===== config.mk =====
export PLATFORM = sky130hd
export DESIGN_NAME = ldcl_top
export DESIGN_NICKNAME = d
export VERILOG_FILES = /design/src/logic/ldcl_pkg.sv /design/src/logic/ldcl_sync3.sv /design/src/logic/ldcl_top.sv
export SDC_FILE = /design/constraint.sdc
export NUM_CORES = 1
export LEC_CHECK = 0
export BUFFER_PORTS_ARGS = -buffer_cell sky130_fd_sc_hd__buf_2
export CORE_MARGIN = 4
export CORE_UTILIZATION = 50
export CTS_BUF_LIST = sky130_fd_sc_hd__clkbuf_4 sky130_fd_sc_hd__clkbuf_8
export CTS_CLUSTER_SIZE = 40
export DETAILED_ROUTE_END_ITERATION = 7
export GPL_ROUTABILITY_DRIVEN = 0
export PLACE_DENSITY = 0.69
export SLEW_MARGIN = 10
export SYNTH_ARGS = -nofsm -noshare
export SYNTH_HDL_FRONTEND = slang
export SYNTH_SLANG_ARGS = --single-unit

===== constraint.sdc =====
create_clock -name REF_CLK -period 8.1 [get_ports REF_CLK]
set_clock_uncertainty 0.05 [all_clocks]
set_input_delay 0.81 -clock REF_CLK [delete_from_list [all_inputs] [get_ports REF_CLK]]
set_output_delay 0.81 -clock REF_CLK [all_outputs]
set_load 0.01 [all_outputs]

===== src/logic/ldcl_pkg.sv =====
// constants, types and register map of the led driver diagnostic link
package ldcl_pkg;
  // timing
  localparam int CLK_PERIOD_NS = 10;
  localparam int MIN_PULSE_NS = 300;
  localparam int MIN_PULSE_CYC = (MIN_PULSE_NS + CLK_PERIOD_NS - 1) / CLK_PERIOD_NS;
  localparam int SOFT_RST_NS = 200;
  localparam int SOFT_RST_CYC = (SOFT_RST_NS + CLK_PERIOD_NS - 1) / CLK_PERIOD_NS;
  // fault persistence
  localparam int CNT_W = 9;
  localparam logic [8:0] FAULT_PULSES = 9'h1fc;
  // serial commands, first bit on the line is the msb
  localparam logic [15:0] CMD_F_NORM = 16'hf777;
  localparam logic [15:0] CMD_F_M20 = 16'hf111;
  localparam logic [15:0] CMD_F_M40 = 16'hf333;
  localparam logic [15:0] CMD_CH1_OFF = 16'hf555;
  // fault patterns in priority order: ch1 ov, ch2 ov, ch1 uv, ch2 uv
  localparam logic [15:0] PAT_TABLE = 16'h7531;
  // register map, byte addresses
  localparam logic [3:0] REG_CTRL = 4'h0;
  localparam logic [3:0] REG_FILT = 4'h4;
  localparam logic [3:0] REG_STAT = 4'h8;
  localparam int CTRL_CLR_BIT = 0;
  localparam int STAT_PAT_LSB = 0;
  localparam int STAT_PVAL_BIT = 4;
  localparam int STAT_FREQ_LSB = 5;
  localparam int STAT_CH1OFF_BIT = 7;
  localparam int STAT_PGOOD_BIT = 8;
  localparam int STAT_OT_BIT = 9;
  localparam int STAT_ACT_BIT = 10;
  localparam int STAT_IDX_LSB = 11;

  typedef enum logic [1:0] {LDCL_F_NORM, LDCL_F_M20, LDCL_F_M40} ldcl_freq_t;

  // asynchronous pin levels and analog comparator flags
  typedef struct packed {
    logic dim_ch1_in;
    logic dim_ch2_in;
    logic diag;
    logic en;
    logic vcc_ok;
    logic tsd;
    logic ot;
    logic pgood;
    logic ov1;
    logic ov2;
    logic uv1;
    logic uv2;
  } ldcl_pins_t;

  typedef struct packed {
    logic read;
    logic write;
    logic [3:0] address;
    logic [31:0] writedata;
  } ldcl_av_req_t;
endpackage


===== src/logic/ldcl_sync3.sv =====
// three-stage synchroniser whose output moves only when stages two and three agree
`timescale 1ns/1ps
`default_nettype none
module ldcl_sync3 #(
  parameter int W = 1
) (
  // clock and reset
  input wire logic clk,
  input wire logic srst,
  // data
  input wire logic [W-1:0] d,
  output logic [W-1:0] q
);
  logic [W-1:0] s1_q;
  logic [W-1:0] s2_q;
  logic [W-1:0] s3_q;

  always_ff @(posedge clk) begin
    if (srst) begin
      s1_q <= '0;
      s2_q <= '0;
      s3_q <= '0;
    end else begin
      s1_q <= d;
      s2_q <= s1_q;
      s3_q <= s2_q;
    end
  end

  // per bit: a glitch seen by one stage only never reaches q
  always_ff @(posedge clk) begin
    if (srst) begin
      q <= '0;
    end else begin
      q <= (s2_q & s3_q) | (q & (s2_q | s3_q));
    end
  end
endmodule // ldcl_sync3
`default_nettype wire


===== src/logic/ldcl_top.sv =====
// supervisory logic of a two-channel led driver: diagnostic line, dimming gates, enable reset
// Operation
// - diagnostic line is open-drain: the device only ever pulls it low
// - serial bits latch on each falling edge of channel-1 dimming, even with channel 1 off
// - power-good and over-temperature appear as static line levels
// - a constant channel-1 dimming level moves no serial bit
// - enable low clears fault reports, pattern, frequency tuning and channel-1 shutoff
// - a 200 ns enable low pulse is a soft reset of reports and commands
// - operation and soft-start only start once supply leaves lockout
// - lockout, thermal shutdown or enable low ground the ramp node
// - thermal shutdown disables the device and regulator until it releases
// - each channel sinks current only while its own dimming input is high
// - channels follow dimming pulses down to 300 ns
// - after power-good, 16-bit commands set normal, minus 20 or minus 40 percent
// - channel-1 shutoff command; all commands refused under over-temperature or pattern
// - faults show as repeated four-bit patterns until cleared
// - fault needs 508 consecutive pulses; over-temperature hides the pattern meanwhile
//
// Local design decisions: the Avalon-MM register port and the register addresses.
`timescale 1ns/1ps
`default_nettype none
module ldcl_top #(
  parameter logic [8:0] FILT_RESET = ldcl_pkg::FAULT_PULSES
) (
  // clock and reset
  input wire logic REF_CLK,
  input wire logic SRST,
  // pins and analog flags, asynchronous
  input wire ldcl_pkg::ldcl_pins_t PINS,
  // diagnostic line drive, open-drain
  output logic DIAG_OUT,
  output logic DIAG_OE,
  // power stage control
  output logic CH1_SINK,
  output logic CH2_SINK,
  output logic RAMP_GND,
  output logic LDO_ON,
  output ldcl_pkg::ldcl_freq_t FREQ_SEL,
  // avalon-mm slave
  input wire ldcl_pkg::ldcl_av_req_t AV_REQ,
  output logic [31:0] AV_READDATA,
  output logic AV_WAITREQUEST
);
  import ldcl_pkg::*;

  localparam int PULSE_LIM = MIN_PULSE_CYC;

  ldcl_pins_t pins_s;
  logic dim_ch1_in_prev_q;
  logic dim_ch2_in_prev_q;
  logic fall1;
  logic fall2;
  logic active;
  logic clr;
  logic sw_clr_q;
  logic [8:0] filt_q;
  logic [CNT_W-1:0] cnt_q [4];
  logic [3:0] cond;
  logic [3:0] fall_v;
  logic [3:0] hit;
  logic [3:0] pat_q;
  logic pat_valid_q;
  logic [1:0] idx_q;
  logic [15:0] cmd_sh_q;
  logic [15:0] cmd_next;
  logic cmd_ok;
  logic ch1_off_q;
  ldcl_freq_t freq_q;
  logic oe_d;
  logic [31:0] stat_word;

  function automatic logic [CNT_W-1:0] cnt_step(input logic [CNT_W-1:0] c, input logic f,
                                                 input logic k, input logic [8:0] thr);
    logic [CNT_W-1:0] r;
    r = c;
    if (f) begin
      if (!k) begin
        r = '0;
      end else if (c < thr) begin
        r = c + 1'b1;
      end
    end
    return r;
  endfunction

  // all pins pass four flops before use
  ldcl_sync3 #(.W($bits(ldcl_pins_t))) u_sync (
    .clk(REF_CLK),
    .srst(SRST),
    .d(PINS),
    .q(pins_s)
  );

  always_ff @(posedge REF_CLK) begin
    if (SRST) begin
      dim_ch1_in_prev_q <= 1'b0;
      dim_ch2_in_prev_q <= 1'b0;
    end else begin
      dim_ch1_in_prev_q <= pins_s.dim_ch1_in;
      dim_ch2_in_prev_q <= pins_s.dim_ch2_in;
    end
  end

  // one latch event per filtered falling edge; a steady level gives none
  assign fall1 = dim_ch1_in_prev_q & ~pins_s.dim_ch1_in;
  assign fall2 = dim_ch2_in_prev_q & ~pins_s.dim_ch2_in;

  assign active = pins_s.en & pins_s.vcc_ok & ~pins_s.tsd;
  // any shutdown cause, or the software clear, wipes reports and commands
  assign clr = ~active | sw_clr_q;

  always_ff @(posedge REF_CLK) begin
    if (SRST) begin
      LDO_ON <= 1'b0;
      RAMP_GND <= 1'b1;
    end else begin
      LDO_ON <= active;
      RAMP_GND <= ~active;
    end
  end

  // dimming gates follow within a few cycles, far below the shortest pulse
  always_ff @(posedge REF_CLK) begin
    if (SRST) begin
      CH1_SINK <= 1'b0;
      CH2_SINK <= 1'b0;
    end else begin
      CH1_SINK <= active & pins_s.dim_ch1_in & ~ch1_off_q;
      CH2_SINK <= active & pins_s.dim_ch2_in;
    end
  end

  // fault persistence counters: ch1 ov, ch2 ov, ch1 uv, ch2 uv
  assign cond = {pins_s.uv2, pins_s.uv1, pins_s.ov2, pins_s.ov1};
  assign fall_v = {fall2, fall1, fall2, fall1};

  always_ff @(posedge REF_CLK) begin
    if (SRST) begin
      for (int i = 0; i < 4; i++) begin
        cnt_q[i] <= '0;
      end
    end else begin
      for (int i = 0; i < 4; i++) begin
        if (clr) begin
          cnt_q[i] <= '0;
        end else begin
          cnt_q[i] <= cnt_step(cnt_q[i], fall_v[i], cond[i], filt_q);
        end
      end
    end
  end

  always_comb begin
    for (int i = 0; i < 4; i++) begin
      hit[i] = fall_v[i] & cond[i] & (cnt_q[i] == filt_q - 9'h001);
    end
  end

  // a later fault replaces the shown one; over-temperature leaves it intact
  // a fault latched in the cycle of a software clear wins, so it is never lost
  always_ff @(posedge REF_CLK) begin
    if (SRST) begin
      pat_q <= 4'h0;
      pat_valid_q <= 1'b0;
      idx_q <= 2'h0;
    end else if (!active || (sw_clr_q && !(|hit))) begin
      pat_q <= 4'h0;
      pat_valid_q <= 1'b0;
      idx_q <= 2'h0;
    end else if (|hit) begin
      pat_valid_q <= 1'b1;
      idx_q <= 2'h0;
      if (hit[0]) begin
        pat_q <= PAT_TABLE[3:0];
      end else if (hit[1]) begin
        pat_q <= PAT_TABLE[7:4];
      end else if (hit[2]) begin
        pat_q <= PAT_TABLE[11:8];
      end else begin
        pat_q <= PAT_TABLE[15:12];
      end
    end else if (pat_valid_q && fall1) begin
      idx_q <= idx_q + 2'h1;
    end
  end

  // command receiver, sampled at channel-1 falling edges
  assign cmd_next = {cmd_sh_q[14:0], pins_s.diag};
  assign cmd_ok = active & pins_s.pgood & ~pins_s.ot & ~pat_valid_q;

  always_ff @(posedge REF_CLK) begin
    if (SRST) begin
      cmd_sh_q <= 16'h0000;
    end else if (clr) begin
      cmd_sh_q <= 16'h0000;
    end else if (fall1) begin
      case (cmd_next)
        CMD_F_NORM, CMD_F_M20, CMD_F_M40, CMD_CH1_OFF: cmd_sh_q <= 16'h0000;
        default: cmd_sh_q <= cmd_next;
      endcase
    end
  end

  always_ff @(posedge REF_CLK) begin
    if (SRST) begin
      freq_q <= LDCL_F_NORM;
      ch1_off_q <= 1'b0;
    end else if (clr) begin
      freq_q <= LDCL_F_NORM;
      ch1_off_q <= 1'b0;
    end else if (fall1 && cmd_ok) begin
      case (cmd_next)
        CMD_F_NORM: freq_q <= LDCL_F_NORM;
        CMD_F_M20: freq_q <= LDCL_F_M20;
        CMD_F_M40: freq_q <= LDCL_F_M40;
        CMD_CH1_OFF: ch1_off_q <= 1'b1;
        default: ch1_off_q <= ch1_off_q;
      endcase
    end
  end

  always_ff @(posedge REF_CLK) begin
    if (SRST) begin
      FREQ_SEL <= LDCL_F_NORM;
    end else begin
      FREQ_SEL <= freq_q;
    end
  end

  // line drive: over-temperature wins over serial pattern bits, which win over the power-good level
  always_comb begin
    if (pins_s.ot) begin
      oe_d = 1'b1;
    end else if (pat_valid_q) begin
      oe_d = ~pat_q[2'h3 - idx_q];
    end else begin
      oe_d = ~pins_s.pgood;
    end
  end

  // the data level is never driven high; the far end supplies the pull-up
  always_ff @(posedge REF_CLK) begin
    if (SRST) begin
      DIAG_OUT <= 1'b0;
      DIAG_OE <= 1'b1;
    end else begin
      DIAG_OUT <= 1'b0;
      DIAG_OE <= oe_d;
    end
  end

  // avalon slave: one wait cycle, then the answer
  always_comb begin
    stat_word = 32'h0000_0000;
    stat_word[STAT_PAT_LSB +: 4] = pat_q;
    stat_word[STAT_PVAL_BIT] = pat_valid_q;
    stat_word[STAT_FREQ_LSB +: 2] = freq_q;
    stat_word[STAT_CH1OFF_BIT] = ch1_off_q;
    stat_word[STAT_PGOOD_BIT] = pins_s.pgood;
    stat_word[STAT_OT_BIT] = pins_s.ot;
    stat_word[STAT_ACT_BIT] = active;
    stat_word[STAT_IDX_LSB +: 2] = idx_q;
  end

  always_ff @(posedge REF_CLK) begin
    if (SRST) begin
      AV_WAITREQUEST <= 1'b1;
    end else if ((AV_REQ.read || AV_REQ.write) && AV_WAITREQUEST) begin
      AV_WAITREQUEST <= 1'b0;
    end else begin
      AV_WAITREQUEST <= 1'b1;
    end
  end

  always_ff @(posedge REF_CLK) begin
    if (SRST) begin
      AV_READDATA <= 32'h0000_0000;
    end else if (AV_REQ.read && AV_WAITREQUEST) begin
      case (AV_REQ.address)
        REG_FILT: AV_READDATA <= {23'h000000, filt_q};
        REG_STAT: AV_READDATA <= stat_word;
        default: AV_READDATA <= 32'h0000_0000;
      endcase
    end
  end

  // writes take effect on the edge that completes the transfer
  always_ff @(posedge REF_CLK) begin
    if (SRST) begin
      filt_q <= FILT_RESET;
      sw_clr_q <= 1'b0;
    end else begin
      sw_clr_q <= 1'b0;
      if (AV_REQ.write && !AV_WAITREQUEST) begin
        case (AV_REQ.address)
          REG_CTRL: sw_clr_q <= AV_REQ.writedata[CTRL_CLR_BIT];
          REG_FILT: filt_q <= (AV_REQ.writedata[8:0] == 9'h000) ? 9'h001 : AV_REQ.writedata[8:0];
          default: filt_q <= filt_q;
        endcase
      end
    end
  end
endmodule // ldcl_top
`default_nettype wire


==> results.toml, run 1 <==
[global_routing]
grt_pass1_wl_mm = 25.7
grt-ovfl-total = 0
grt_max_degree = 69
grt_pass1_vias = 5206
globalRouteTotalUtil_pct = 20.0
antenna_found_initial = 0

[setup_path]
crit_type = "flop to flop"
worstPathCellList = "nand3b_1 -> nor2_1 -> inv_1 -> nor2_1 -> o211ai_1 -> a211oi_1 -> nor2_1"
critPathCaptureType = "flop"
critical-path-top-delay-family = "simple AND/OR/NAND/NOR gates"
worst_ep_arrival_time_ns = 3.32
cp-start-kind = "flop"
timing.critical_path.buf_inv = 1
worstPathRequired_ns = 8.21
cp_max_fo = 12
cp_common_cell = "nor2_1"
cpMaxStageDelayCell = "nor2_1"
slowest_delay_ns = 0.87

[layout]
multi_input_area_mm2 = 0.00367
fillers = 1246
insertedDiodeCount = 0
regArea_mm2 = 0.00316
drive_above_1_share_pct = 12.7
synthToLayoutAreaGrowth_pct = 9.79
nets = 843

[synthesis]
async_flop_share_pct = 0
synth_area_leaders = "dfxtp_1 (29%), edfxtp_1 (15%), ha_1 (7.2%)"
synthTopCellsByCount = "dfxtp_1 (104), nor2_1 (59), nor2b_1 (48)"
synth-edff-count = 36
synth.most_common_cell = "dfxtp_1"
ys_seq_elements = 140
ys.flop_type = "dfxtp_1"
syn-cell-area_mm2 = 0.00711
synth_area_leader_cell = "dfxtp_1"
ys.warnings.count = 0
synth.distinct_cells = 57
netlist.area_leader.share_pct = 29.3
ys_seq_area_share_pct = 44.5
syn-instance-count = 704
syn_area_per_cell_um2 = 10.1

[floorplan]
start_util_pct = 51.2
fp-row-count = 43
die_w_um = 127
coreArea_mm2 = 0.0139
die-area_mm2 = 0.0162
num_io_pins = 93
die_y_um = 127

[clock_tree]
cts_setup_buffers = 0
clk_pin_slew_worst_paths_ns = 0.08
hold_buffers = 0
cts_tree = "yes"
cts.sinks = 140
cts_made_buffers = 17
h-tree-depth = 4
cts_root_buffer = "clkbuf_8"
cts_resized = 0
clk-insertion-delay-late_ns = 0.45
cts_max_path_buffers = 2

[power]
p_total_w = 0.00133
p_leak_nw = 3.24
vdd_drop_max_mv = 0.158
p_per_area_mw_per_mm2 = 170

[sta]
setup_viol = 0
period_share_pct = 39.6
slew_headroom_pct = 25.7
timing.setup.tns_ns = 0
finalHoldViolCount = 0
period_needed_ns = 3.21
setup_slack_ns = 4.89
timing.fmax_mhz = 312
rsz0062_at_grt = "no"
maxSlewViolCount = 0
tightest_slew_ns = 1.11

[routing]
drtIter0Drc = 400
via_per_inst = 5.54
finalWirelength_mm = 15.4
met3RoutedLength_um = 970
wl_per_cell_um = 16.4
drt-pass1-iter-count = 5
post-route-drc-count = 0
met2WireLength_mm = 7.17
wl_met1_mm = 6.88
num_vias = 5223
top_layer_used = "met4"
antenna_left = 0

[job]
cap_violations = 0

[place]
place_hpwl_mm = 11.1
port_buffers = 49
dp_slack_ns = 4.65

[outcome]
status = "completed"

[min_path]
hp-class = "flop to flop"
-- power breakdown --
group | internal, W | leakage, nW | switching [W]
logic | 0.0000177 | 1.75 | 0.0000260
clock network | 0.000277 | 0.192 | 0.000276
registers | 0.000723 | 1.29 | 0.00000587
-- sequential cells by signal, indices dropped and copies added, names as in the netlist --
signal	cells
idx_q	2
freq_q	2
pat_q	3
ch1_off_q	1
AV_WAITREQUEST	1
FREQ_SEL	2
sw_clr_q	1
u_sync.q	12
CH2_SINK	1
u_sync.s3_q	12
cnt_q	36
dim_ch1_in_prev_q	1
dim_ch2_in_prev_q	1
RAMP_GND	1
u_sync.s1_q	12
CH1_SINK	1
AV_READDATA	13
LDO_ON	1
u_sync.s2_q	12
cmd_sh_q	15
DIAG_OE	1
filt_q	9
-- per-layer routing --
metal,vias up,track usage (%)
met5,-,0
met4,0,8.83
met3,31,5.06
met2,141,31.9
met1,2495,25.8
li1,2556,-
-- cells in the final DEF, fill, tap and decap left out, drive strengths merged, types with 8 or more instances in the layout --
cell / Yosys / routed
dfxtp: 104 / 104
nor2: 61 / 61
buf: 26 / 52
nor2b: 48 / 48
nand2: 47 / 47
ha: 41 / 41
edfxtp: 36 / 36
a21oi: 31 / 31
xor2: 30 / 30
o21ai: 30 / 30
inv: 23 / 27
nand3: 25 / 25
conb: 1 / 20
clkbuf: 18 / 18
a22o: 15 / 15
nand4: 14 / 14
xnor3: 14 / 14
xnor2: 14 / 14
and3: 13 / 13
nor3: 12 / 12
o21a: 10 / 10
mux2i: 9 / 9
and2: 8 / 8
nor4: 8 / 8
-- cell families after synthesis --
logic type / count (synthesis) / share of synthesized area [%]
and+or+nand+nor: 267 / 20.5
DFF: 140 / 44.5
AOI/OAI and AO/OA: 120 / 11.6
buffers and inverters: 68 / 4.89
xor gates and xnor gates: 58 / 9.96
adders and majority gates: 41 / 7.22
muxes: 9 / 1.27
other: 1 / 0.0528
-- through the flow --
step / instances / util [%] / hold WS (ns) / cell area [µm²]
after floorplan: 723 / - / 0.364 / 7180
after global placement: 911 / 53.5 / 0.370 / 7420
after detailed placement: 911 / 53.5 / 0.373 / 7420
after CTS: 943 / 56.2 / 0.382 / 7800
after global routing: 943 / 56.2 / 0.397 / 7800
final: 943 / 56.2 / 0.382 / 7800
-- final timing paths --
check | depth (start not counted) | slack, ns | end | from
setup / recovery | 7 | 4.89 | cnt_q[2][0]$_SDFFCE_PN0P_ | u_sync.q[6]$_SDFF_PP0_
hold / removal | 1 | 0.38 | u_sync.s2_q[0]$_SDFF_PP0_ | u_sync.s1_q[0]$_SDFF_PP0_
setup reg to reg | 7 | 4.89 | cnt_q[2][0]$_SDFFCE_PN0P_ | u_sync.q[6]$_SDFF_PP0_
hold reg to reg | 1 | 0.38 | u_sync.s2_q[0]$_SDFF_PP0_ | u_sync.s1_q[0]$_SDFF_PP0_
-- layout make-up --
cell class / instances / share of cell area (%)
multi-input combinational: 515 / 47.1
tap: 180 / 2.89
clock buffer: 18 / 3.09
clock inverter: 14 / 1.81
sequential: 140 / 40.5
timing repair buffer: 52 / 3.43
inverter: 24 / 1.15
No activity file was read; power rests on OpenSTA's default activity.
==> inputs of run 2 (changes only) <==
ABC_AREA = 1   (was default)
PLACE_DENSITY = 0.71   (was 0.69)
clock period = 2.9 ns   (was 8.1 ns; I/O delays follow)
==> run 2 against run 1 <==
Fmax is 28% higher. Register-to-register slack worse by 4.5 ns. Core utilization grew 1.5 points. Clock power grew to 2.7 times the previous value. Synthesized cell count is 38% higher. Cell count increased by 33%. Clock-buffer cell count increased by 3. Combinational power rose to 3.9 times the previous value. Critical path depth grew 10. Critical path type unchanged. Largest cell class unchanged. Highest routed layer unchanged.
==> results.toml, run 2 <==
[clock_tree]
clk_pin_slew_worst_paths_ns = 0.08
cts_made_buffers = 17
cts_tree = "yes"
cts_max_path_buffers = 2
cts_root_buffer = "clkbuf_8"
clk-insertion-delay-late_ns = 0.45
cts_resized = 0
h-tree-depth = 4
cts.sinks = 140

[routing]
num_vias = 6509
drtIter0Drc = 433
via_per_inst = 5.19
drt-pass1-iter-count = 5
finalWirelength_mm = 17.7
antenna_left = 0
post-route-drc-count = 0
wl_per_cell_um = 14.1

[global_routing]
antenna_found_initial = 0
globalRouteTotalUtil_pct = 22.3
grt_pass1_vias = 6108
grt_max_degree = 55
grt-ovfl-total = 0
grt_pass1_wl_mm = 29.6

[sta]
period_share_pct = 86.2
timing.fmax_mhz = 400
timing.setup.tns_ns = 0
rsz0062_at_grt = "no"
slew_headroom_pct = 42.5
finalHoldViolCount = 0
maxSlewViolCount = 0
tightest_slew_ns = 0.863
period_needed_ns = 2.50
setup_viol = 0

[floorplan]
fp-row-count = 44
die_w_um = 130
num_io_pins = 93
coreArea_mm2 = 0.0145
die_y_um = 130
start_util_pct = 51.0
die-area_mm2 = 0.0168

[power]
power_frac_clock_pct = 39.9
vdd_drop_max_mv = 0.319
p_leak_nw = 3.53
pwr-share-comb_pct = 4.7
p_sw_w = 0.000924
p_per_area_mw_per_mm2 = 439
p_total_w = 0.00368
p_seq_share_pct = 55.4
cell_internal_pwr_w = 0.00276
netSwitchingFraction_pct = 25.1

[layout]
final_cell_mix = "nand2_1 (159), inv_1 (155), nor2_1 (151)"
fillers = 1353
nets = 1150
synthToLayoutAreaGrowth_pct = 13.1
largest-register = "cnt_q"
fin_area_mm2 = 0.00839
insertedDiodeCount = 0
drive_above_1_share_pct = 13.3
mostFrequentLayoutCell = "nand2_1"
multi_input_area_mm2 = 0.00351
regArea_mm2 = 0.00316
largestRegisters = "cnt_q (36), cmd_sh_q (15), AV_READDATA (13)"
largest_reg_flops = 36

[place]
place_hpwl_mm = 13.1
place_area_mm2 = 0.00787
port_buffers = 49

[synthesis]
ys_seq_area_share_pct = 42.7
ys_seq_elements = 140
synth_area_leader_cell = "dfxtp_1"
synth-edff-count = 36
synth_area_leaders = "dfxtp_1 (28%), edfxtp_1 (15%), nand2_1 (8.0%)"
async_flop_share_pct = 0
synth.most_common_cell = "nand2_1"
syn-cell-area_mm2 = 0.00742
syn-instance-count = 972
ys.warnings.count = 0
synthTopCellsByCount = "nand2_1 (159), inv_1 (155), nor2_1 (151)"
syn_area_per_cell_um2 = 7.63
synth.distinct_cells = 44
netlist.area_leader.share_pct = 28.1
ys.flop_type = "dfxtp_1"

[min_path]
hp-class = "primary input to flop"

[setup_path]
worstPathRequired_ns = 3.24
critPathCaptureType = "flop"
cp-start-kind = "flop"
cp_max_fo = 6
cpMaxStageDelayCell = "ha_1"
cp_common_cell = "nand2_1"
crit_type = "flop to flop"
slowest_delay_ns = 0.44
critical-path-top-delay-family = "simple AND/OR/NAND/NOR gates"
timing.critical_path.buf_inv = 3
worst_ep_arrival_time_ns = 2.84
worstPathCellList = "inv_1 -> ha_1 -> inv_1 -> nand2_1 -> nand2_1 -> nand3_1 -> nor2_2 -> nand2_1 -> nor2_1 -> nand3_1 -> nor2_1 -> nand2_1 -> nand2_1 -> nand2_1 -> nand2_1 -> inv_1 -> nor2_2"

[outcome]
status = "completed"

[job]
cap_violations = 0
run 2: cell count changes in the layout (fill, tap and decap cells not counted), moves of 24 or more:
cell,delta
a21oi_1,+34
inv_1,+133
nand2_1,+112
nand3_1,+24
nor2_1,+92
nor2b_1,-48
xor2_1,-26
run 2: tightest hold or removal path, delay by kind of cell:
family                 cells  cell delay (ns)
AOI/OAI and AO/OA          1             0.06
and+or+nand+nor            1             0.05
buffers and inverters      1             0.09
run 2: layout make-up:
type                            instances  area share, %
Clock buffer                           21           3.30
Timing Repair Buffer                   80           6.17
Clock inverter                         11           1.03
Multi-Input combinational cell        657           41.8
Tap cell                              184           2.74
Sequential cell                       140           37.7
Inverter                              161           7.23
run 2: power by group through the flow:
stage / Clock (W) / Sequential, W / Combinational (W)
2_1_floorplan: 0 / 0.00209 / 0.000109
3_3_place_gp: 0 / 0.00209 / 0.000151
3_5_place_dp: 0 / 0.00209 / 0.000153
4_1_cts: 0.00149 / 0.00204 / 0.000170
5_1_grt: 0.00159 / 0.00205 / 0.000195
6_report: 0.00147 / 0.00204 / 0.000172
run 2: metal layers:
metal	routed length, µm	part of all wire, %	vias to the layer above	global-route usage, %
li1	-	-	3320	-
met1	8160	46	2938	29.1
met2	7960	45	207	35.8
met3	1120	6.3	44	5.12
met4	491	2.8	0	9.11
met5	0	0	-	0
run 2: worst paths after layout:
check / from / to / slack, ns / cells after the start
worst max register to register: filt_q[1]$_SDFFE_PP0P_ / pat_q[1]$_SDFFE_PP0P_ / 0.40 / 17
worst max-delay path: filt_q[1]$_SDFFE_PP0P_ / pat_q[1]$_SDFFE_PP0P_ / 0.40 / 17
worst min register to register: u_sync.s1_q[7]$_SDFF_PP0_ / u_sync.s2_q[7]$_SDFF_PP0_ / 0.35 / 2
worst min-delay path: AV_REQ[2] / filt_q[2]$_SDFFE_PP1P_ / 0.03 / 3
run 2: cell families after synthesis:
group,after synthesis,share of synthesized area [%]
and+or+nand+nor,441,26.4
buffers and inverters,194,11.0
AOI/OAI and AO/OA,150,12.4
DFF,140,42.7
adders and majority gates,41,6.92
xor gates and xnor gates,5,0.590
other,1,0.0506
run 2: repair_timing:
| item | 4_1_cts | 5_1_grt |
|---|---|---|
| hold buffers | 16 | 0 |
| hold endpoints to repair | 15 | 0 |
| buffers inserted | 0 | 0 |
run 2: through the flow:
step                      worst slack, ns  utilization (%)  std cells  hold WS, ns
after floorplan                     0.729                -        991        0.338
after global placement              0.476             54.1       1206        0.339
after detailed placement            0.458             54.1       1206        0.345
after CTS                           0.434             57.7       1254      0.00953
after global routing                0.214             57.7       1254      0.00901
final                               0.399             57.7       1254       0.0324
